File: config.mk
export PLATFORM = sky130hd
export DESIGN_NAME = flc_framer_ctrl
export DESIGN_NICKNAME = d
export VERILOG_FILES = /design/src/inc/flc_pkg.sv /design/src/hdl/flc_framer_ctrl.sv
export SDC_FILE = /design/constraint.sdc
export NUM_CORES = 1
export LEC_CHECK = 0
export ABC_AREA = 1
export BUFFER_PORTS_ARGS = -buffer_cell sky130_fd_sc_hd__buf_2
export CAP_MARGIN = 30
export CORE_MARGIN = 10
export CORE_UTILIZATION = 45
export CTS_BUF_LIST = sky130_fd_sc_hd__clkbuf_8
export DETAILED_ROUTE_END_ITERATION = 8
export PLACE_DENSITY = 0.68
export SLEW_MARGIN = 20
export SYNTH_ARGS = -nofsm -noshare
export SYNTH_HDL_FRONTEND = slang
export SYNTH_SLANG_ARGS = --single-unit
File: constraint.sdc
create_clock -name clk -period 2.3 [get_ports clk]
set_input_delay 0.345 -clock clk [delete_from_list [all_inputs] [get_ports clk]]
set_output_delay 0.345 -clock clk [all_outputs]
set_load 0.005 [all_outputs]
File: src/inc/flc_pkg.sv
`default_nettype none
package flc_pkg;

    // Register indices; byte address is four times the index.
    localparam logic [9:0] IDX_E1_RX_CFG   = 10'h001;
    localparam logic [9:0] IDX_E1_TX_CFG   = 10'h002;
    localparam logic [9:0] IDX_T1_RX_CFG   = 10'h003;
    localparam logic [9:0] IDX_T1_TX_CFG   = 10'h004;
    localparam logic [9:0] IDX_E1_SRC_A    = 10'h005;
    localparam logic [9:0] IDX_E1_SRC_B    = 10'h006;
    localparam logic [9:0] IDX_E1_DIAG     = 10'h007;
    localparam logic [9:0] IDX_T1_SRC_A    = 10'h008;
    localparam logic [9:0] IDX_T1_SRC_B    = 10'h009;
    localparam logic [9:0] IDX_T1_DIAG     = 10'h00A;
    localparam logic [9:0] IDX_E1_RESET    = 10'h00A;
    localparam logic [9:0] IDX_E1_SUMMARY  = 10'h00B;
    localparam logic [9:0] IDX_E1_ACTIVITY = 10'h00D;
    localparam logic [9:0] IDX_T1_RESET    = 10'h00D;
    localparam logic [9:0] IDX_T1_SUMMARY  = 10'h00E;
    localparam logic [9:0] IDX_T1_ACTIVITY = 10'h027;
    localparam logic [9:0] IDX_T1_PCC_CFG  = 10'h030;
    localparam logic [9:0] IDX_MODE        = 10'h03E;
    localparam logic [9:0] IDX_LOOP_MASK0  = 10'h040;
    localparam logic [9:0] IDX_E1_PCC_CFG  = 10'h060;

    // Field positions.
    localparam int RX_EDGE_E1_BIT   = 7;
    localparam int RX_EDGE_T1_BIT   = 2;
    localparam int TX_EDGE_BIT      = 0;
    localparam int ALL_ONES_BIT     = 6;
    localparam int ALL_ZEROS_BIT    = 0;
    localparam int DIGITAL_LOOP_BIT = 2;
    localparam int LINE_LOOP_BIT    = 4;
    localparam int PCC_ENABLE_BIT   = 0;
    localparam int SOFT_RESET_BIT   = 0;
    localparam int MODE_T1_BIT      = 0;
    localparam int MODE_BYPASS_BIT  = 1;

    // Reset values.
    localparam logic [7:0] RST_CFG  = 8'h00;
    localparam logic [7:0] RST_MODE = 8'h01;

    // Pending flags from the per-block interrupt logic.
    typedef struct packed {
        logic       perf_monitor_source;
        logic       frame_generator_source;
        logic       frame_processor_source;
        logic       pattern_gen_detect_source;
        logic       elastic_store_source;
        logic [2:0] rx_hdlc_source;
        logic [2:0] tx_hdlc_source;
        logic       tx_system_if_source;
        logic       tx_jitter_attenuator_source;
        logic       rx_jitter_attenuator_source;
        logic       remote_bit_extractor_source;
        logic       inband_code_detector_source;
        logic       bit_message_rx_source;
        logic       parity_error_source;
        logic       alarm_detector_source;
    } flc_sources_type;

    // Inputs from outside the clock domain, synchronised together.
    typedef struct packed {
        logic line_rx_clock;
        logic line_rx_data;
        logic rx_jitter_attenuator_source_clock;
        logic rx_jitter_attenuator_source_data;
        logic tx_clock_source;
        logic crystal_clock;
        logic tx_common_clock_b;
        logic tx_common_clock_a;
        logic rx_common_clock;
    } flc_pins_type;

endpackage
`default_nettype wire

File: src/hdl/flc_framer_ctrl.sv
// Overview of operation
// - Receive line data sampled on line clock edge chosen by mode-dependent select bit.
// - Transmit line data updated on transmit clock edge chosen by select bit 0.
// - All-ones enable forces continuous ones on transmit data output while transmit disable is clear.
// - Transmit disable bit forces all zeros on transmit data output.
// - Each framer has its own independent transmit clock selection.
// - Active-low interrupt output low while any framer has an enabled pending interrupt.
// - Eight-bit summary register shows one interrupting framer per bit.
// - E1 first source register maps monitor, generator, framer, pattern, store and three receive HDLC bits to bits 7..0.
// - E1 second source register maps transmit interface, jitter, HDLC, remote bits.
// - T1 first source register maps monitor, inband, framer, pattern, store, HDLC, messages.
// - T1 second source register maps HDLC2, parity, jitter, HDLC, remote bits.
// - Each source bit reads one while its block has a pending interrupt.
// - Line loopback routes receive jitter attenuator clock and data, or raw line clock and data in bypass mode, to transmit line.
// - Line loopback still delivers receive data and ignores system transmit data.
// - Digital loopback feeds transmit clock and data into receive inputs.
// - Digital loopback keeps driving line outputs and ignores line receive inputs.
// - Per-channel payload loop bits act only while per-channel enable is one.
// - Payload loop needs aligned receive data; slave modes need identical clocks.
// - Selected transmit slots replaced by received slots; others pass unchanged.
// - Rising edges of five clocks reported in activity bits 4..0.
// - Software reset bit or reset returns framer settings to defaults.
//
// The APB interface to the registers was chosen for this implementation.
`timescale 1ns/1ps
`default_nettype none
module flc_framer_ctrl #(
    parameter int FRAMER_INDEX = 0,
    parameter int NUM_SLOTS    = 32
) (
    input  wire logic                  clk,
    input  wire logic                  sys_rst,
    input  wire logic                  psel,
    input  wire logic                  penable,
    input  wire logic                  pwrite,
    input  wire logic [11:0]           paddr,
    input  wire logic [31:0]           pwdata,
    input  wire logic [3:0]            pstrb,
    output logic      [31:0]           prdata,
    output logic                       pready,
    output logic                       pslverr,
    input  wire logic                  line_rx_clock,
    input  wire logic                  line_rx_data,
    input  wire logic                  rx_jitter_attenuator_source_clock,
    input  wire logic                  rx_jitter_attenuator_source_data,
    input  wire logic                  tx_clock_source,
    input  wire logic                  crystal_clock,
    input  wire logic                  tx_common_clock_a,
    input  wire logic                  tx_common_clock_b,
    input  wire logic                  rx_common_clock,
    output logic                       line_tx_clock,
    output logic                       line_tx_data,
    input  wire logic                  sys_tx_data,
    input  wire logic [4:0]            tx_slot,
    input  wire logic                  rx_payload_data,
    output logic                       rx_sys_data,
    output logic                       rx_sys_valid,
    input  wire flc_pkg::flc_sources_type block_irq,
    input  wire logic [7:0]            peer_irq_pending,
    output logic                       framer_irq_pending,
    output logic                       irq_n
);

    // Mapping of the block flags into the first source register.
    function automatic logic [7:0] map_src_a(input logic t1, input flc_pkg::flc_sources_type s);
        if (t1) begin
            map_src_a = {s.perf_monitor_source, s.inband_code_detector_source, s.frame_processor_source,
                         s.pattern_gen_detect_source, s.elastic_store_source, s.rx_hdlc_source[0],
                         s.bit_message_rx_source, s.alarm_detector_source};
        end else begin
            map_src_a = {s.perf_monitor_source, s.frame_generator_source, s.frame_processor_source,
                         s.pattern_gen_detect_source, s.elastic_store_source, s.rx_hdlc_source[0],
                         s.rx_hdlc_source[1], s.rx_hdlc_source[2]};
        end
    endfunction

    // Mapping of the block flags into the second source register.
    function automatic logic [7:0] map_src_b(input logic t1, input flc_pkg::flc_sources_type s);
        if (t1) begin
            map_src_b = {s.rx_hdlc_source[1], s.parity_error_source, s.tx_jitter_attenuator_source,
                         s.rx_jitter_attenuator_source, s.tx_hdlc_source[0], s.tx_hdlc_source[1],
                         1'b0, s.remote_bit_extractor_source};
        end else begin
            map_src_b = {s.tx_system_if_source, 1'b0, s.tx_jitter_attenuator_source,
                         s.rx_jitter_attenuator_source, s.tx_hdlc_source[0], s.tx_hdlc_source[1],
                         s.tx_hdlc_source[2], s.remote_bit_extractor_source};
        end
    endfunction

    flc_pkg::flc_pins_type pins_raw;
    flc_pkg::flc_pins_type sync1_q;
    flc_pkg::flc_pins_type sync2_q;
    flc_pkg::flc_pins_type prev_q;

    logic [7:0]           rx_cfg_q;
    logic [7:0]           tx_cfg_q;
    logic [7:0]           diag_q;
    logic [7:0]           pcc_q;
    logic [7:0]           reset_q;
    logic [7:0]           mode_q;
    logic [NUM_SLOTS-1:0] loop_mask_q;
    logic [4:0]           activity_q;
    logic [4:0]           activity_d;
    logic                 rx_clk_prev_q;
    logic                 tx_clk_prev_q;
    logic [31:0]          prdata_q;
    logic                 pready_q;
    logic                 pslverr_q;
    logic                 line_tx_clock_q;
    logic                 line_tx_data_q;
    logic                 rx_sys_data_q;
    logic                 rx_sys_valid_q;
    logic                 irq_n_q;
    logic                 own_pending_q;

    assign pins_raw = '{line_rx_clock, line_rx_data, rx_jitter_attenuator_source_clock, rx_jitter_attenuator_source_data, tx_clock_source,
                        crystal_clock, tx_common_clock_b, tx_common_clock_a, rx_common_clock};

    // Two-stage synchronisers; logic reads the second stage and prev_q, its one-cycle-delayed copy.
    always_ff @(posedge clk) begin
        sync1_q <= pins_raw;
        sync2_q <= sync1_q;
        prev_q  <= sync2_q;
    end

    // Mode and loopback controls decoded from the stored settings.
    wire       mode_t1     = mode_q[flc_pkg::MODE_T1_BIT];
    wire       jat_bypass  = mode_q[flc_pkg::MODE_BYPASS_BIT];
    wire       line_loop   = diag_q[flc_pkg::LINE_LOOP_BIT];
    wire       dig_loop    = diag_q[flc_pkg::DIGITAL_LOOP_BIT];
    wire       force_zeros = diag_q[flc_pkg::ALL_ZEROS_BIT];
    wire       force_ones  = tx_cfg_q[flc_pkg::ALL_ONES_BIT];
    wire       rx_fall     = mode_t1 ? rx_cfg_q[flc_pkg::RX_EDGE_T1_BIT] : rx_cfg_q[flc_pkg::RX_EDGE_E1_BIT];
    wire       tx_rise     = tx_cfg_q[flc_pkg::TX_EDGE_BIT];
    wire       soft_reset  = reset_q[flc_pkg::SOFT_RESET_BIT];

    // Receive path: digital loopback replaces the line pins with the transmit outputs.
    wire       rx_clk_int  = dig_loop ? line_tx_clock_q : sync2_q.line_rx_clock;
    wire       rx_data_int = dig_loop ? line_tx_data_q : sync2_q.line_rx_data;
    wire       rx_edge     = rx_fall ? (rx_clk_prev_q & ~rx_clk_int) : (~rx_clk_prev_q & rx_clk_int);

    // Transmit clock source: line loopback takes the receive attenuator output or the raw line.
    wire       loop_clk    = jat_bypass ? sync2_q.line_rx_clock : sync2_q.rx_jitter_attenuator_source_clock;
    wire       loop_data   = jat_bypass ? sync2_q.line_rx_data : sync2_q.rx_jitter_attenuator_source_data;
    wire       out_clk_src = line_loop ? loop_clk : sync2_q.tx_clock_source;
    wire       tx_edge     = tx_rise ? (~tx_clk_prev_q & out_clk_src) : (tx_clk_prev_q & ~out_clk_src);

    // Payload loopback selects the received slot only while per-channel control is enabled.
    wire       pl_sel      = pcc_q[flc_pkg::PCC_ENABLE_BIT] & loop_mask_q[tx_slot];
    wire       pay_data    = pl_sel ? rx_payload_data : sys_tx_data;
    wire       tx_bit      = line_loop ? loop_data : pay_data;
    wire       tx_next     = force_zeros ? 1'b0 : (force_ones ? 1'b1 : tx_bit);

    // Interrupt tree.
    wire [7:0] src_a       = map_src_a(mode_t1, block_irq);
    wire [7:0] src_b       = map_src_b(mode_t1, block_irq);
    wire       own_pending = |src_a | |src_b;
    wire [7:0] summary     = peer_irq_pending | (8'h01 << FRAMER_INDEX);
    wire [7:0] summary_val = own_pending ? summary : (peer_irq_pending & ~(8'h01 << FRAMER_INDEX));

    // Clock activity: rising edges of the monitored clocks.
    wire [4:0] clk_rise    = {sync2_q.crystal_clock, sync2_q.tx_common_clock_b, sync2_q.tx_common_clock_a,
                              sync2_q.rx_common_clock, sync2_q.line_rx_clock} &
                             ~{prev_q.crystal_clock, prev_q.tx_common_clock_b, prev_q.tx_common_clock_a,
                               prev_q.rx_common_clock, prev_q.line_rx_clock};

    // APB decode; an access completes on the edge where pready_q is high.
    wire [9:0] idx         = paddr[11:2];
    wire       access      = psel & penable;
    wire       done        = access & pready_q;
    wire       wr_done     = done & pwrite & pstrb[0];
    wire       loop_hit    = (idx >= flc_pkg::IDX_LOOP_MASK0) && (idx < flc_pkg::IDX_LOOP_MASK0 + 10'(NUM_SLOTS / 8));
    wire [1:0] loop_sel    = 2'(idx - flc_pkg::IDX_LOOP_MASK0);
    wire       hit_rx      = idx == (mode_t1 ? flc_pkg::IDX_T1_RX_CFG : flc_pkg::IDX_E1_RX_CFG);
    wire       hit_tx      = idx == (mode_t1 ? flc_pkg::IDX_T1_TX_CFG : flc_pkg::IDX_E1_TX_CFG);
    wire       hit_src_a   = idx == (mode_t1 ? flc_pkg::IDX_T1_SRC_A : flc_pkg::IDX_E1_SRC_A);
    wire       hit_src_b   = idx == (mode_t1 ? flc_pkg::IDX_T1_SRC_B : flc_pkg::IDX_E1_SRC_B);
    wire       hit_diag    = idx == (mode_t1 ? flc_pkg::IDX_T1_DIAG : flc_pkg::IDX_E1_DIAG);
    wire       hit_reset   = idx == (mode_t1 ? flc_pkg::IDX_T1_RESET : flc_pkg::IDX_E1_RESET);
    wire       hit_summary = idx == (mode_t1 ? flc_pkg::IDX_T1_SUMMARY : flc_pkg::IDX_E1_SUMMARY);
    wire       hit_act     = idx == (mode_t1 ? flc_pkg::IDX_T1_ACTIVITY : flc_pkg::IDX_E1_ACTIVITY);
    wire       hit_pcc     = idx == (mode_t1 ? flc_pkg::IDX_T1_PCC_CFG : flc_pkg::IDX_E1_PCC_CFG);
    wire       hit_mode    = idx == flc_pkg::IDX_MODE;
    wire       mapped      = hit_rx | hit_tx | hit_src_a | hit_src_b | hit_diag | hit_reset | hit_summary |
                             hit_act | hit_pcc | hit_mode | loop_hit;
    wire [7:0] loop_byte   = loop_mask_q[8*loop_sel +: 8];

    // Read multiplexer.
    wire [7:0] rd_byte     = hit_rx ? rx_cfg_q : hit_tx ? tx_cfg_q : hit_src_a ? src_a : hit_src_b ? src_b :
                             hit_diag ? diag_q : hit_reset ? reset_q : hit_summary ? summary_val :
                             hit_act ? {3'b000, activity_q} : hit_pcc ? pcc_q : hit_mode ? mode_q :
                             loop_hit ? loop_byte : 8'h00;

    // Activity bits clear on the edge that captures them for a read, so no edge is lost; a new edge wins.
    assign activity_d = ((access & ~pready_q & ~pwrite & hit_act) ? 5'h00 : activity_q) | clk_rise;

    // Bus slave answer: one wait state, then pready with data or error.
    always_ff @(posedge clk) begin
        if (sys_rst) begin
            pready_q  <= 1'b0;
            pslverr_q <= 1'b0;
            prdata_q  <= 32'h0000_0000;
        end else begin
            pready_q  <= access & ~pready_q;
            pslverr_q <= access & ~pready_q & ~mapped;
            prdata_q  <= (access & ~pready_q & ~pwrite) ? {24'h000000, rd_byte} : 32'h0000_0000;
        end
    end

    // Mode register survives the framer software reset.
    always_ff @(posedge clk) begin
        if (sys_rst) begin
            mode_q  <= flc_pkg::RST_MODE;
            reset_q <= flc_pkg::RST_CFG;
        end else if (wr_done) begin
            if (hit_mode) begin
                mode_q <= pwdata[7:0];
            end
            if (hit_reset) begin
                reset_q <= pwdata[7:0];
            end
        end
    end

    // Framer settings; the software reset holds them at defaults while set.
    always_ff @(posedge clk) begin
        if (sys_rst || soft_reset) begin
            rx_cfg_q    <= flc_pkg::RST_CFG;
            tx_cfg_q    <= flc_pkg::RST_CFG;
            diag_q      <= flc_pkg::RST_CFG;
            pcc_q       <= flc_pkg::RST_CFG;
            loop_mask_q <= '0;
        end else if (wr_done) begin
            if (hit_rx) begin
                rx_cfg_q <= pwdata[7:0];
            end
            if (hit_tx) begin
                tx_cfg_q <= pwdata[7:0];
            end
            if (hit_diag) begin
                diag_q <= pwdata[7:0];
            end
            if (hit_pcc) begin
                pcc_q <= pwdata[7:0];
            end
            if (loop_hit) begin
                loop_mask_q[8*loop_sel +: 8] <= pwdata[7:0];
            end
        end
    end

    // Line receive and transmit timing.
    always_ff @(posedge clk) begin
        if (sys_rst || soft_reset) begin
            rx_clk_prev_q   <= 1'b0;
            tx_clk_prev_q   <= 1'b0;
            line_tx_clock_q <= 1'b0;
            line_tx_data_q  <= 1'b0;
            rx_sys_data_q   <= 1'b0;
            rx_sys_valid_q  <= 1'b0;
        end else begin
            rx_clk_prev_q   <= rx_clk_int;
            tx_clk_prev_q   <= out_clk_src;
            line_tx_clock_q <= out_clk_src;
            rx_sys_valid_q  <= rx_edge;
            if (rx_edge) begin
                rx_sys_data_q <= rx_data_int;
            end
            if (tx_edge) begin
                line_tx_data_q <= tx_next;
            end
        end
    end

    // Activity and interrupt output.
    always_ff @(posedge clk) begin
        if (sys_rst) begin
            activity_q    <= 5'h00;
            irq_n_q       <= 1'b1;
            own_pending_q <= 1'b0;
        end else begin
            activity_q    <= activity_d;
            irq_n_q       <= ~(|summary_val);
            own_pending_q <= own_pending;
        end
    end

    assign prdata             = prdata_q;
    assign pready             = pready_q;
    assign pslverr            = pslverr_q;
    assign line_tx_clock      = line_tx_clock_q;
    assign line_tx_data       = line_tx_data_q;
    assign rx_sys_data        = rx_sys_data_q;
    assign rx_sys_valid       = rx_sys_valid_q;
    assign framer_irq_pending = own_pending_q;
    assign irq_n              = irq_n_q;
endmodule // flc_framer_ctrl
`default_nettype wire

; Word-level counts from Yosys, hierarchy flattened
; Index checks and enable logic that the tools add are counted.
[totals]
wordCells = 148
in_bits = 96
reg_bits = 149
out_inout_bits = 40
[classes]
reduce_logical = 13
order_cmp = 3
n_addsub = 2
n_mux = 39
eq_ne = 10
n_bitwise = 36
shifts = 3
[op_table]
columns = cell, n
row1 = two-way mux 8 bit, 12
row2 = == test 10 x 4 -> 1 bit, 5
row3 = negator 5 -> 34 bit, 1
row4 = "variable shift 8 x 34 -> 32 bit, first input constant", 1
row5 = indexed part select 8 x 34 -> 32 bit, 1
row6 = bitwise mux 32 bit, 1
row7 = indexed part select 32 x 6 -> 8 bit, 1
row8 = OR reduction 8 bit, 3
row9 = two-way mux 1 bit, 14
row10 = two-way mux 7 bit, 2
row11 = AND reduction 2 bit, 7
row12 = AND 1 bit, 13
row13 = two-way mux 4 bit, 3
row14 = bitwise OR 1 bit, 11
row15 = == test 10 x 2 -> 1 bit, 1
row16 = == test 10 x 3 -> 1 bit, 1
row17 = == test 10 x 6 -> 1 bit, 1
row18 = "== test 10 x 6 -> 1 bit, second input constant", 1
row19 = == test 10 x 7 -> 1 bit, 1
row20 = ">= comparator 10 x 7 -> 1 bit, second input constant", 1
row21 = "< comparator 10 x 7 -> 1 bit, second input constant", 1
row22 = two-way mux 3 bit, 3
row23 = inverter 1 bit, 9
row24 = "< comparator 5 x 6 -> 1 bit, second input constant", 1
row25 = 11 further kinds, 11

; Logic depth before layout (Yosys ltp)
[depth]
depth_word = 14
depth_mapped = 15
depth_no_buf = 14

; Worst setup path after synthesis
; Ideal clock, no wire load.
[synth_path]
kind = input port to flip-flop
start = input paddr[2]
end = register mode_q[6]
n_path_buf = 2
setup_ps = 128
cell_stages = 9
t_arrival_ps = 1823
required_time_ps = 2172
setup_slack_ps = 349
path_cell_list = buf_2 > inv_1 > ha_1 > nand3_1 > nor3_1 > nand2_1 > clkbuf_1 > o21ai_0 > a21oi_1
[synth_via]
elab_chain_len = 2
[synth_rtl]
columns = item, line
row1 = "start, declared", flc_framer_ctrl.sv:36  ; input wire logic [11:0] paddr,
row2 = == test 10 x 6 -> 1 bit, flc_framer_ctrl.sv:183  ; wire hit_mode = idx == flc_pkg::IDX_MODE;
row3 = AND reduction 2 bit (no line), --
row4 = "end signal, assigned", flc_framer_ctrl.sv:213  ; mode_q <= flc_pkg::RST_MODE;
row5 = "end signal, assigned", flc_framer_ctrl.sv:217  ; mode_q <= pwdata[7:0];
row6 = "end, declared", flc_framer_ctrl.sv:100  ; logic [7:0] mode_q;
; Every way passes these cells.
; A chain may end at the register's enable or synchronous reset.

; Final worst setup path
[layout_path]
start = register mode_q[0]
end = register prdata_q[2] (netlist: prdata[2])
[layout_via]
elab_chain_len = 11
word_cells_on_any_way = 27
classes_between = eq/ne (9) / mux (18)
[layout_rtl]
columns = item, line
row1 = two-way mux 7 bit, flc_framer_ctrl.sv:182  ; wire hit_pcc = idx == (mode_t1 ? flc_pkg::IDX_T1_PCC_CFG : flc_pkg::IDX_E1_PCC_CFG);
row2 = == test 10 x 7 -> 1 bit, flc_framer_ctrl.sv:182
row3 = two-way mux 8 bit (2 in series), flc_framer_ctrl.sv:191  ; hit_act ? {3'b000, activity_q} : hit_pcc ? pcc_q : hit_mode ? mode_q :
row4 = two-way mux 8 bit (3 in series), flc_framer_ctrl.sv:190  ; hit_diag ? diag_q : hit_reset ? reset_q : hit_summary ? summary_val :
row5 = two-way mux 8 bit (3 in series), flc_framer_ctrl.sv:189  ; wire [7:0] rd_byte = hit_rx ? rx_cfg_q : hit_tx ? tx_cfg_q : hit_src_a ? src_a : hit_src_b ? src_b :
row6 = two-way mux 8 bit *, flc_framer_ctrl.sv:189
row7 = "end signal, assigned", flc_framer_ctrl.sv:206  ; prdata_q <= (access & ~pready_q & ~pwrite) ? {24'h000000, rd_byte} : 32'h0000_0000;
row8 = "end, declared", flc_framer_ctrl.sv:106  ; logic [31:0] prdata_q;
; Mark *: on every way between the ends. The rest lies on a longest branch, timed or not.

==> out/qor.yml <==
run_status:
  status: "finished clean"
timing:
  slew_headroom: 0.623
  min_period_over_period: 0.919
  setup_viol: 0
  finClkSkew_ps: 12.0
  drv_slew: 0
  rsz0062_at_grt: "no"
  setup-tns-final_ps: 0
  post-route-min-period_ps: 2110
  hold_ws_ps: 212
  worst_pin_slew_ps: 564
  fmax_mhz: 473
  hold_viol: 0
synth:
  async_flop_share: 0
  synthFlopType: "dfxtp_1"
  netlist.area_leader.share: 0.394
  synthCells: 933
  yosys_warnings: 0
  ys_seq_area_frac: 0.394
  synth_most_common_cell: "nand2_1"
  yosys.area.top_type: "dfxtp_1"
  synth.distinct_cells: 36
  synth_edf_count: 0
  yosys-top-cells-count: "167 x nand2_1, 125 x dfxtp_1, 125 x inv_1, 95 x nor2_1, 76 x a21oi_1"
  syn_area_per_cell_sq_um: 6.82
  netlist_area_sq_um: 6360
  synthTopCellsByArea: "dfxtp_1 39%, nand2_1 9.9%, inv_1 7.4%"
  synth.ff_latch_count: 125
worst_setup_path:
  cp-start-kind: "flip-flop"
  endpoint_kind: "flip-flop"
  crit_required_ps: 2660
  crit_fanout: 8
  worstPathArrival_ps: 2470
  critPathKind: "reg -> reg"
global_routing:
  antenna_found_initial: 0
  grt_pass1_vias: 5948
  overflow: 0
  grtUsageTotal: 0.200
  grt_pass1_wl_mm: 31.5
  grt_max_degree: 70
clock_tree:
  cts-root-buf: "clkbuf_8"
  clk_latency_ps: 450
  htree_num_levels: 4
  clk_pin_slew_ps: 80
  cts_buffers: 17
  clk_path_buf_depth: 2
  cts_num_sinks: 125
  cts_tree: "yes"
routing:
  routed_via_density: 5.20
  firstDrtPassIters: 5
  drt-total-wl_mm: 19.6
  route.antenna.remaining_nets: 0
  wl_per_cell_um: 16.1
  drt_iter0_markers: 597
  vias: 6326
  drc: 0
layout:
  area_delta_synth_final_pct: 16.8
  nNetsFinal: 1124
  finalInstanceArea_sq_um: 7430
  drive_gt1_frac: 0.153
  ff_latch_area_sq_um: 2500
  multi_input_area_sq_um: 3100
  fillers: 1411
  diodes: 0
floorplanning:
  rows: 43
  initial_utilization: 0.458
  core_sq_um: 13900
  die_x_um: 139
  io_pins: 136
  die_h_um: 139
  dieArea_sq_um: 19300
pwr:
  internal_power_uw: 3230
  ir_worst_vdd_mv: 0.457
  combPwrFrac: 0.090
  sw_frac_of_total: 0.281
  p_leak_uw: 0.00328
  cellPowerDensity_nw_per_um2: 605
  p_switching_uw: 1260
  seqPwrFrac: 0.493
  p_clk_frac: 0.417
hold_path:
  hold_path_class: "in -> reg"
placement:
  hpwl_mm: 14.5
  place.gp.congestion: 0.942
  io_buffers: 81
  place_area_sq_um: 6950
run:
  cap_viol_max_count: 0
==> flip-flops by register name, summed over array words and instances (netlist names), 5 cells and up <==
| register | flops |
|---|---|
| rx_cfg_q | 8 |
| loop_mask_q | 32 |
| diag_q | 8 |
| reset_q | 8 |
| mode_q | 8 |
| prev_q | 5 |
| sync1_q | 9 |
| pcc_q | 8 |
| tx_cfg_q | 8 |
| sync2_q | 9 |
| prdata | 8 |
| activity_q | 5 |
==> kinds of logic (layout without fill, tap and decap cells) <==
logic type,after synthesis,count (layout),synth area share
AND/OR/NAND/NOR,387,387,0.265
adder cells (fa/ha/maj),4,4,0.00787
flip-flops,125,125,0.394
XOR/XNOR,3,3,0.00413
multiplexers,1,1,0.00157
buffers and inverters,198,279,0.134
AO/OA/AOI/OAI,214,214,0.194
other,1,24,0.000590
==> through the flow <==
stage,setup slack (ps),utilization,instances,total power [uW]
2_1_floorplan,349,-,956,2500
3_3_place_gp,71.4,0.501,1176,2640
3_5_place_dp,20.5,0.501,1176,2650
4_1_cts,132,0.534,1217,4510
5_1_grt,25.7,0.535,1217,4650
6_report,186,0.535,1217,4490
==> critical path, stage by stage (launching register included) <==
cell and delay [ps]:
dfxtp_2 380, buf_4 180, xnor2_1 280, nand2_1 150
nor2_2 160, nand2_1 180, buf_4 210, or2_2 270
nand2_1 70, nand3_1 60, nand2_1 60, inv_1 40
==> final timing paths <==
| check | from | endpoint | slack [ps] | cells past startpoint |
|---|---|---|---|---|
| worst max-delay path | mode_q[0] | prdata[2] | 190 | 11 |
| worst max register to register | mode_q[0] | prdata[2] | 190 | 11 |
| worst min-delay path | sys_rst | activity_q[0] | 210 | 2 |
| worst min register to register | sync1_q[7] | sync2_q[7] | 330 | 0 |
==> power groups by stage <==
stage / clock (uW) / combinational, uW / sequential [uW]
global route: 1980 / 447 / 2220
floorplan: 0 / 244 / 2260
finish: 1870 / 403 / 2210
CTS: 1900 / 395 / 2210
global placement: 0 / 380 / 2260
detailed placement: 0 / 382 / 2260
==> layout by cell type, fill, tap and decap left out, drive strengths merged <==
cell           n
mux2i          1
o2111ai        1
a41oi          2
nor3          17
nand4          9
nand3         70
a211oi        46
nor4           5
clkinv         8
or3            9
or2            3
clkinvlp       3
nand3b         5
o21ai         75
conb          24
dfxtp        125
clkbuf        18
a21o           1
o211ai         7
a21oi         76
a311oi         1
ha             4
xor2           1
inv          131
bufinv         1
nand2        172
nor2          97
xnor2          2
dlygate4sd3    9
buf          109
o21bai         5
==> layer usage <==
layer | track usage | up-vias | share of wire
li1 | - | 3208 | -
met1 | 0.274 | 2841 | 0.46
met2 | 0.301 | 255 | 0.44
met3 | 0.0493 | 22 | 0.091
met4 | 0.0626 | 0 | 0.012
met5 | 0 | - | 0
==> layout make-up <==
| type | count | share of cell area |
|---|---|---|
| multi-input combinational | 633 | 0.418 |
| inverter | 129 | 0.0652 |
| clock inverter | 14 | 0.0179 |
| tap | 180 | 0.0303 |
| clock buffer | 18 | 0.0334 |
| timing repair buffer | 118 | 0.0984 |
| sequential | 125 | 0.337 |
==> what timing repair did <==
action,CTS,global route
buffers inserted,0,0
endpoints found under the setup margin,0,20
endpoints found under the hold margin,9,0
gates resized for setup,0,4
hold buffers,9,0
No activity file was read; power rests on OpenSTA's default activity.
